==> config.mk <==
export PLATFORM = sky130hd
export DESIGN_NAME = psf_top
export DESIGN_NICKNAME = d
export VERILOG_FILES = /design/src/rtl/psf_phase.v /design/src/rtl/psf_top.v
export VERILOG_INCLUDE_DIRS = /design/src /design/src/rtl
export SDC_FILE = /design/constraint.sdc
export NUM_CORES = 1
export LEC_CHECK = 0
export BUFFER_PORTS_ARGS = -buffer_cell sky130_fd_sc_hd__buf_2
export CAP_MARGIN = 20
export CELL_PAD_IN_SITES_DETAIL_PLACEMENT = 0
export CELL_PAD_IN_SITES_GLOBAL_PLACEMENT = 2
export CORE_ASPECT_RATIO = 0.8
export CORE_UTILIZATION = 25
export DETAILED_ROUTE_END_ITERATION = 8
export PLACE_DENSITY = 0.86
export SLEW_MARGIN = 0
export SYNTH_ARGS = -nofsm -noshare
export SYNTH_HDL_FRONTEND = slang
export SYNTH_SLANG_ARGS = --single-unit
export TNS_END_PERCENT = 20
==> constraint.sdc <==
create_clock -name CLK -period 1.9 [get_ports CLK]
set_clock_uncertainty 0.15 [all_clocks]
set_input_delay 0 -clock CLK [delete_from_list [all_inputs] [get_ports CLK]]
set_output_delay 0 -clock CLK [all_outputs]
set_load 0.005 [all_outputs]
==> src/rtl/psf_consts.vh <==
// Constants for the per-phase status flag block.
// Included by every design file of the block; holds definitions only.
`ifndef PSF_CONSTS_VH
`define PSF_CONSTS_VH
`define PSF_ADDR_LINE_FREQ 12'h062
`define PSF_ADDR_A_FLAGS 12'h144
`define PSF_ADDR_A_ENABLE 12'h145
`define PSF_ADDR_A_WRAP 12'h146
`define PSF_ADDR_B_FLAGS 12'h230
`define PSF_ADDR_B_ENABLE 12'h231
`define PSF_ADDR_B_WRAP 12'h232
`define PSF_ADDR_C_FLAGS 12'h31c
`define PSF_ADDR_C_ENABLE 12'h31d
`define PSF_ADDR_C_WRAP 12'h31e
`define PSF_FLAGS_RESET 8'h00
`define PSF_ENABLE_RESET 8'h00
`define PSF_WRAP_RESET 8'h00
`define PSF_FLAGS_MASK 8'h3f
`define PSF_ENABLE_WR_MASK 8'h3f
`define PSF_WRAP_MASK 8'h1f
`define PSF_BIT_HIGH_CURRENT 0
`define PSF_BIT_HIGH_VOLTAGE 1
`define PSF_BIT_LOW_VOLTAGE 2
`define PSF_BIT_MISSING_CROSSING 3
`define PSF_BIT_REAL_DIR 4
`define PSF_BIT_REACTIVE_DIR 5
`define PSF_BIT_REAL_DIR_STATUS 6
`define PSF_BIT_REACTIVE_DIR_STATUS 7
`define PSF_FULL_SCALE 17'h10000
`endif

==> src/rtl/psf_phase.v <==
// One phase: condition flags, enable bits, direction status and wrap flags.
// Assumes events are one-cycle pulses in the core clock domain.
`timescale 1ns/10ps
`default_nettype none
`include "psf_consts.vh"
module psf_phase (
   input wire clk,
   input wire rst,
   input wire [5:0] cond_event,
   input wire [4:0] wrap_event,
   input wire real_dir_neg,
   input wire reactive_dir_neg,
   input wire flags_clr,
   input wire wrap_clr,
   input wire enable_wr,
   input wire [7:0] wdata,
   output reg [7:0] flags,
   output reg [7:0] enable,
   output reg [7:0] wrap,
   output reg [5:0] fwd_event
);
   always @(posedge clk) begin
      if (rst) begin
         flags <= `PSF_FLAGS_RESET;
         enable <= `PSF_ENABLE_RESET;
         wrap <= `PSF_WRAP_RESET;
         fwd_event <= 6'h00;
      end else begin
         // Host write of 1 clears; a new event in the same cycle wins.
         flags <= ((flags & ~({8{flags_clr}} & wdata)) | {2'h0, cond_event})
                  & `PSF_FLAGS_MASK;
         // Wrap flags are sticky until the host clears them.
         wrap <= ((wrap & ~({8{wrap_clr}} & wdata)) | {3'h0, wrap_event})
                 & `PSF_WRAP_MASK;
         // Direction status follows the live sign; 1 means negative flow.
         enable[`PSF_BIT_REACTIVE_DIR_STATUS] <= reactive_dir_neg;
         enable[`PSF_BIT_REAL_DIR_STATUS] <= real_dir_neg;
         if (enable_wr) begin
            enable[5:0] <= wdata[5:0];
         end
         // Only enabled conditions reach the global flags.
         fwd_event <= cond_event & enable[5:0];
      end
   end
endmodule
`default_nettype wire

==> src/rtl/psf_top.v <==
// Per-phase status flag logic for three phases, with line frequency readout.
// Assumes byte register accesses from the serial host engine in the core clock.
// Functional notes
// - Phase condition flags stick until host clears.
// - Bit 5 flags reactive direction change, forwarded.
// - Bit 4 flags real direction change, forwarded.
// - Bit 3 flags missing zero crossing, forwarded.
// - Bit 2 flags low voltage, forwarded.
// - Bit 1 flags high voltage, forwarded.
// - Bit 0 flags high current, forwarded.
// - Enable bits 7,6 show energy direction.
// - Enable bits 0-5 gate global forwarding.
// - Wrap bits set on accumulator rollover.
// - Wrap bits stick until host clears.
// - Line frequency is 16-bit, millihertz units.
// - Thresholds are fractions of full scale.
`timescale 1ns/10ps
`default_nettype none
`include "psf_consts.vh"
module psf_top (
   input wire CLK,
   input wire SYS_RST,
   input wire DSP_TICK,
   input wire [31:0] VRMS_A,
   input wire [31:0] VRMS_B,
   input wire [31:0] VRMS_C,
   input wire [31:0] IRMS_A,
   input wire [31:0] IRMS_B,
   input wire [31:0] IRMS_C,
   input wire [15:0] LOW_VOLTAGE_THRESHOLD,
   input wire [15:0] HIGH_VOLTAGE_THRESHOLD,
   input wire [15:0] HIGH_CURRENT_THRESHOLD,
   input wire [2:0] NO_CROSSING,
   input wire [2:0] REAL_DIR_NEG,
   input wire [2:0] REACTIVE_DIR_NEG,
   input wire [14:0] WRAP_EVENT,
   input wire [15:0] LINE_FREQ_IN,
   input wire REG_WR,
   input wire REG_RD,
   input wire [11:0] REG_ADDR,
   input wire [7:0] REG_WDATA,
   output reg [7:0] REG_RDATA,
   output reg REG_RVALID,
   output reg [5:0] GLOBAL_EVENT,
   output reg [5:0] GLOBAL_FLAGS,
   output reg [15:0] LINE_FREQUENCY
);
   reg [2:0] real_dir_q;
   reg [2:0] reactive_dir_q;
   reg dir_valid;
   reg [5:0] cond [0:2];
   reg [5:0] fwd_or;
   reg [7:0] next_rdata;
   reg [15:0] next_freq;
   wire [31:0] vrms [0:2];
   wire [31:0] irms [0:2];
   wire [7:0] flags [0:2];
   wire [7:0] enable [0:2];
   wire [7:0] wrap [0:2];
   wire [5:0] fwd [0:2];
   wire [31:0] lv_limit;
   wire [31:0] hv_limit;
   wire [31:0] hc_limit;
   integer i;

   assign vrms[0] = VRMS_A;
   assign vrms[1] = VRMS_B;
   assign vrms[2] = VRMS_C;
   assign irms[0] = IRMS_A;
   assign irms[1] = IRMS_B;
   assign irms[2] = IRMS_C;

   // Thresholds are 16-bit fractions of 0x10000; RMS values carry 24 fraction bits.
   assign lv_limit = {8'h00, LOW_VOLTAGE_THRESHOLD, 8'h00};
   assign hv_limit = {8'h00, HIGH_VOLTAGE_THRESHOLD, 8'h00};
   assign hc_limit = {8'h00, HIGH_CURRENT_THRESHOLD, 8'h00};

   function [11:0] phase_base;
      input integer p;
      begin
         case (p)
            0: phase_base = `PSF_ADDR_A_FLAGS;
            1: phase_base = `PSF_ADDR_B_FLAGS;
            default: phase_base = `PSF_ADDR_C_FLAGS;
         endcase
      end
   endfunction

   // Conditions are evaluated once per DSP cycle.
   always @* begin
      for (i = 0; i < 3; i = i + 1) begin
         cond[i] = 6'h00;
         if (DSP_TICK) begin
            cond[i][`PSF_BIT_HIGH_CURRENT] = irms[i] > hc_limit;
            cond[i][`PSF_BIT_HIGH_VOLTAGE] = vrms[i] > hv_limit;
            cond[i][`PSF_BIT_LOW_VOLTAGE] = vrms[i] < lv_limit;
            cond[i][`PSF_BIT_MISSING_CROSSING] = NO_CROSSING[i];
            cond[i][`PSF_BIT_REAL_DIR] = dir_valid && (REAL_DIR_NEG[i] != real_dir_q[i]);
            cond[i][`PSF_BIT_REACTIVE_DIR] = dir_valid &&
               (REACTIVE_DIR_NEG[i] != reactive_dir_q[i]);
         end
      end
   end

   always @(posedge CLK) begin
      if (SYS_RST) begin
         real_dir_q <= 3'h0;
         reactive_dir_q <= 3'h0;
         dir_valid <= 1'b0;
      end else if (DSP_TICK) begin
         real_dir_q <= REAL_DIR_NEG;
         reactive_dir_q <= REACTIVE_DIR_NEG;
         dir_valid <= 1'b1;
      end
   end

   genvar g;
   generate
      for (g = 0; g < 3; g = g + 1) begin : ph
         wire [11:0] base;
         assign base = phase_base(g);
         psf_phase u_phase (
            .clk(CLK),
            .rst(SYS_RST),
            .cond_event(cond[g]),
            .wrap_event(WRAP_EVENT[g*5 +: 5]),
            .real_dir_neg(REAL_DIR_NEG[g]),
            .reactive_dir_neg(REACTIVE_DIR_NEG[g]),
            .flags_clr(REG_WR && REG_ADDR == base),
            .wrap_clr(REG_WR && REG_ADDR == base + 12'h002),
            .enable_wr(REG_WR && REG_ADDR == base + 12'h001),
            .wdata(REG_WDATA),
            .flags(flags[g]),
            .enable(enable[g]),
            .wrap(wrap[g]),
            .fwd_event(fwd[g])
         );
      end
   endgenerate

   always @* begin
      fwd_or = fwd[0] | fwd[1] | fwd[2];
   end

   // Read mux; unmapped addresses read zero.
   always @* begin
      next_rdata = 8'h00;
      case (REG_ADDR)
         `PSF_ADDR_LINE_FREQ: next_rdata = LINE_FREQUENCY[7:0];
         `PSF_ADDR_LINE_FREQ + 12'h001: next_rdata = LINE_FREQUENCY[15:8];
         `PSF_ADDR_A_FLAGS: next_rdata = flags[0];
         `PSF_ADDR_A_ENABLE: next_rdata = enable[0];
         `PSF_ADDR_A_WRAP: next_rdata = wrap[0];
         `PSF_ADDR_B_FLAGS: next_rdata = flags[1];
         `PSF_ADDR_B_ENABLE: next_rdata = enable[1];
         `PSF_ADDR_B_WRAP: next_rdata = wrap[1];
         `PSF_ADDR_C_FLAGS: next_rdata = flags[2];
         `PSF_ADDR_C_ENABLE: next_rdata = enable[2];
         `PSF_ADDR_C_WRAP: next_rdata = wrap[2];
         default: next_rdata = 8'h00;
      endcase
   end

   always @* begin
      next_freq = LINE_FREQUENCY;
      if (DSP_TICK) begin
         next_freq = LINE_FREQ_IN;
      end
   end

   always @(posedge CLK) begin
      if (SYS_RST) begin
         REG_RDATA <= 8'h00;
         REG_RVALID <= 1'b0;
         GLOBAL_EVENT <= 6'h00;
         GLOBAL_FLAGS <= 6'h00;
         LINE_FREQUENCY <= 16'h0000;
      end else begin
         REG_RVALID <= REG_RD;
         if (REG_RD) begin
            REG_RDATA <= next_rdata;
         end
         GLOBAL_EVENT <= fwd_or;
         // Global flags collect forwarded events; only SYS_RST clears them.
         GLOBAL_FLAGS <= GLOBAL_FLAGS | fwd_or;
         LINE_FREQUENCY <= next_freq;
      end
   end
endmodule
`default_nettype wire

# After elaboration in Yosys (flattened, before gate mapping)
# Cells that the tools add are included.
# op_classes
n_lt_le_gt_ge,9
eq_ne,17
mux,4
n_bitwise,30
reduce_logical,15
# op_table
cell,count
32-bit by 24-bit > comparator with 1-bit output,6
32-bit by 24-bit less-than comparator with 1-bit output,3
8-bit one-hot mux with 11 select lines,1
12-bit by 10-bit == test with 1-bit output (second input constant),6
6-bit bitwise AND,9
12-bit by 9-bit == test with 1-bit output (second input constant),3
6-bit bitwise OR,6
5-bit bitwise AND,6
12-bit by 7-bit == test with 1-bit output (second input constant),2
6-bit two-way mux,3
6-bit NOT,3
1-bit logical AND,15
5-bit NOT,3
5-bit bitwise OR,3
1-bit inequality test,6
# word_totals
reg_bits,119
output_inout_bits,37
word_cells,98

# Longest topological paths before layout
# depth
word_depth,6
ltp_mapped,8
depth_no_buf,8

# Cells and area by module
# A second synthesis with hierarchy kept.
# hier_totals
hier_cells,1036
area_unflattened_um2,8685.8
# by_module_without_submodules
module,instances,cells_per_inst,area_per_inst_um2
psf_top,1,754,6005.8
psf_phase,3,94,893.4

# Least setup slack after synthesis
# OpenSTA, ideal clock, no wires.
# synth_timing
path_type,input-to-reg
from,in VRMS_A[8]
to,reg ph[0].u_phase.flags[1]
t_arrival_ps,1589
slack_ps,44
stages,8
cell_sequence,inv_1 -> ha_1 -> or4b_1 -> or4_1 -> o41ai_1 -> a21oi_1 -> o21ai_2 -> nand2_1
# synth_via
elab_chain_len,3
# synth_lines
element,line,source
"start, declared",psf_top.v:24,"input wire [31:0] VRMS_A,"
32-bit by 24-bit > comparator with 1-bit output,psf_top.v:95,cond[i][`PSF_BIT_HIGH_VOLTAGE] = vrms[i] > hv_limit;
6-bit two-way mux,psf_top.v:93,if (DSP_TICK) begin
6-bit bitwise OR,psf_phase.v:30,"flags <= ((flags & ~({8{flags_clr}} & wdata)) | {2'h0, cond_event})"
"end signal, assigned",psf_phase.v:24,flags <= `PSF_FLAGS_RESET;
"end signal, assigned",psf_phase.v:30,
"end, declared",psf_phase.v:17,"output reg [7:0] flags,"
# No other way between the ends.
# A chain may end at the register's enable or synchronous reset.

# Final worst setup path
# layout_timing
from,in REG_ADDR[3]
to,reg REG_RDATA[3]
# layout_via
elab_chain_len,2
word_cells_on_any_way,12
# layout_lines
element,line,source
"start, declared",psf_top.v:40,"input wire [11:0] REG_ADDR,"
"12-bit by 10-bit == test with 1-bit output, or another cell as far along",psf_top.v:148,case (REG_ADDR)
8-bit one-hot mux with 11 select lines *,psf_top.v:148,
"end signal, assigned",psf_top.v:181,REG_RDATA <= next_rdata;
"end, declared",psf_top.v:42,"output reg [7:0] REG_RDATA,"
# Mark *: on every way between the ends. The rest lies on a longest branch, timed or not.

==> impl_results.md <==
* Post-synthesis register bit count at 119
* Finished Cell Area at 0.0125 mm^2
* Netlist Area Pre-Place at 0.00834 mm^2
* Total iterations of the first detailed-routing run at 6
* Core area at 0.0327 mm^2
* Fraction of the mapped netlist area in simple logic gates at 0.222
* CP max stage delay at 0.56 ns
* Violated checks: DRC
* Global Route Usage Sum at 0.200
* DIE HEIGHT at 165 um
* Initial detailed-routing violation count at around 430
* Post-route DRC at 60
* Slowest-stage cell, CP: dlygate4sd3_1
* Commonest non-fill, non-tap cells in the layout: buf_2 (338), ha_1 (141), dfxtp_1 (119), buf_4 (111), nor2_1 (106)
* Total gr overflow at 0
* CP startpoint kind: input port
* Nets@finish at 1,931
* Net Count, Synth at 1,434
* CTS HTree Levels at 4
* Worst-path fanout max at 4
* Leakage at 6.08 nW
* Compound-Gate Fraction of Synth Area at 0.173
* Mean Syn Cell Area at 8.44 um^2
* Main synth FF type: dfxtp_1
* Clock Power Share at 0.430
* Final Max Slew Viols at 0
* Period utilization at 0.971
* Rel. slew slack at 0.551
* WL/cell at 18.1 um
* CP top delay family: buffers and inverters
* FFs w/ async S/R, synth at 0
* Max Buffers Root-to-Sink at 2
* Later-pin clock latency in the skew report at around 0.42 ns
* Register area share after synthesis at 0.286
* Setup violations, final at 0
* Final hold vios at 0
* IO buf count at about 340
* Commonest non-fill, non-tap cell in the layout: buf_2
* Synth Area in XOR/XNOR at 0.00630
* Critical setup path kind: input port to register
* Endpoint class of the critical path: register
* Layout cells sized above 1 at 0.341
* HP Class: input port to register
* Sink Count at 119
* Pwr dens at a little under 600 mW/mm^2
* Num CTS Buffers at 17
* Die area at 0.0341 mm^2
* Die Wd at 206 um
* Largest family of logic cells by synthesized area: simple AND/OR/NAND/NOR gates
* Area growth syn-to-layout at 49.8%
* Run status: finished, violations left
* Max IR drop VDD at ~630 uV
* Number of fill cells at 3,385
* TritonCTS clock tree: done
* EDFF count, synth at 0
* Buf+Inv Stages, Crit Path at 4
* Row Count at 59
* Switching share of total power at 0.288
* Cells along the critical path: buf_2, dlygate4sd3_1, buf_4, nand4b_1, nor4b_2, a32oi_1, o211ai_1, a2111oi_2, buf_4, nor4_2
* DP Area at 0.0113 mm^2
* Post-CTS Setup Inserts at 0
* DP HPWL at 29.2 mm
* Worst EP arrival at 2.00 ns
* Most used cell, CP: buf_4
* Vias per cell at 4.84
* Gate power share at 0.216
* Fmax at between 500 and 600 MHz
* Top Ports at 342
* Final min period at 1.84 ns
* Reg power frac at 0.354
* Non-Filler Instances at around 1,900
* Post-synthesis adder-cell area fraction at 0.212
* First-pass GRT wire length at 51.0 mm
* Yosys Warn Count at 0
* Post-Route WL at 34.9 mm
* Mux contribution to synthesized area at 0.0528
* P_int at 5.31 mW
* Mapped Cells at 988
* Total of max-cap violations at 0
* P_sw at 2.15 mW
* Post-route ant nets at 0
* Largest net degree at the start of global routing at between 60 and 70
* Vias at 9,312
* Worst-Margin Slew at 0.673 ns
* Vias in the first global route at roughly 9,200
* CP Data Required Time at a little over 2 ns
* Gpl congestion at 0.927
* Synth unique cells at 71
* Clock Pin Slew Worst Setup and Hold Paths at 0.06 ns
* Placed cells at 1,836
* Starting density of the core at 0.255
* Root buffer cell: clkbuf_16
* Initial antenna violation count at 1
-- power groups by stage --
stage	combinational (mW)	clock [mW]	sequential [mW]
floorplan	0.716	0	2.67
global placement	1.48	0	2.69
detailed placement	1.50	0	2.69
CTS	1.60	3.27	2.64
global route	1.80	3.38	2.65
finish	1.61	3.20	2.64
-- cell families after synthesis --
family	Yosys count
AO/OA/AOI/OAI	222
XOR/XNOR	6
adder cells (fa/ha/maj)	141
buffers and inverters	100
flip-flops	119
multiplexers	44
AND/OR/NAND/NOR	356
-- registers in the layout, summed over array words and instances (netlist names), 6 cells and up --
register / flops
ph.u_phase.wrap: 15
GLOBAL_EVENT: 6
GLOBAL_FLAGS: 6
REG_RDATA: 8
ph.u_phase.flags: 18
LINE_FREQUENCY: 16
ph.u_phase.enable: 24
ph.u_phase.fwd_event: 18
-- final timing paths --
check / cells after the start / slack, ns / start / end
min: 6 / 0.02 / VRMS_C[19] / ph[2].u_phase.flags[1]$_SDFF_PP0_
min reg2reg: 2 / 0.29 / REG_RDATA[5]$_SDFFE_PP0P_ / REG_RDATA[5]$_SDFFE_PP0P_
max: 10 / 0.06 / REG_ADDR[3] / REG_RDATA[3]$_SDFFE_PP0P_
max reg2reg: 6 / 0.31 / ph[0].u_phase.enable[4]$_SDFFE_PP0P_ / REG_RDATA[4]$_SDFFE_PP0P_
-- repair_timing --
| item | CTS | global route |
|---|---|---|
| setup endpoints to repair | 1 | 14 |
| endpoints found under the hold margin | 92 | 0 |
| hold buffers | 57 | 0 |
| pin swaps | 0 | 1 |
| resized for setup | 1 | 14 |
-- cells in the mapped netlist, types with 10 or more instances --
master	count	area, um^2
dfxtp_1	119	2380
a22oi_1	14	105
a2111oi_0	10	87.6
ha_1	141	1760
nand2_1	73	274
a21oi_1	78	390
nor3_1	14	70.1
nor2b_1	16	100
a21o_1	13	97.6
o21ai_0	33	165
nor4_1	16	100
nor2_1	106	398
nand4_1	33	206
inv_1	68	255
nand3_1	28	140
mux2i_1	44	440
and3_1	10	62.6
clkbuf_1	14	52.6
-- worst register-to-register path, cell delays in order (launching register included) --
cell	delay, ns
dfxtp_1	0.32
mux2i_1	0.15
o21ai_0	0.10
a32o_1	0.22
a2111oi_2	0.32
buf_4	0.17
o21ai_1	0.04
-- routing by layer --
metal | vias to the layer above | track usage | part of all wire
li1 | 4654 | - | -
met1 | 4329 | 0.252 | 0.45
met2 | 289 | 0.344 | 0.47
met3 | 40 | 0.0361 | 0.062
met4 | 0 | 0.0595 | 0.019
met5 | - | 0 | 0
-- through the flow --
step	worst slack (ns)	hold slack, ns	setup TNS, ns	power (mW)	utilization
global route	-0.0254	0.0556	-0.0254	7.82	0.382
CTS	0.0102	0.0148	0	7.51	0.380
finish	0.0551	0.0194	0	7.45	0.382
floorplan	0.0436	-0.0720	0	3.39	-
detailed placement	-0.461	0.0708	-4.21	4.19	0.345
global placement	-0.399	0.0597	-3.48	4.17	0.345
-- layout make-up --
| class | count | area, um^2 | share of cell area |
|---|---|---|---|
| inverters | 69 | 259 | 0.0207 |
| diodes | 1 | 2.50 | 0.000200 |
| multi-input cells | 769 | 5610 | 0.449 |
| clock inverters | 13 | 146 | 0.0117 |
| repair buffers | 509 | 3130 | 0.251 |
| flip-flops and latches | 119 | 2380 | 0.191 |
| clock buffers | 18 | 429 | 0.0343 |
| well taps | 427 | 534 | 0.0428 |
Power figures use the tool's default switching activity.
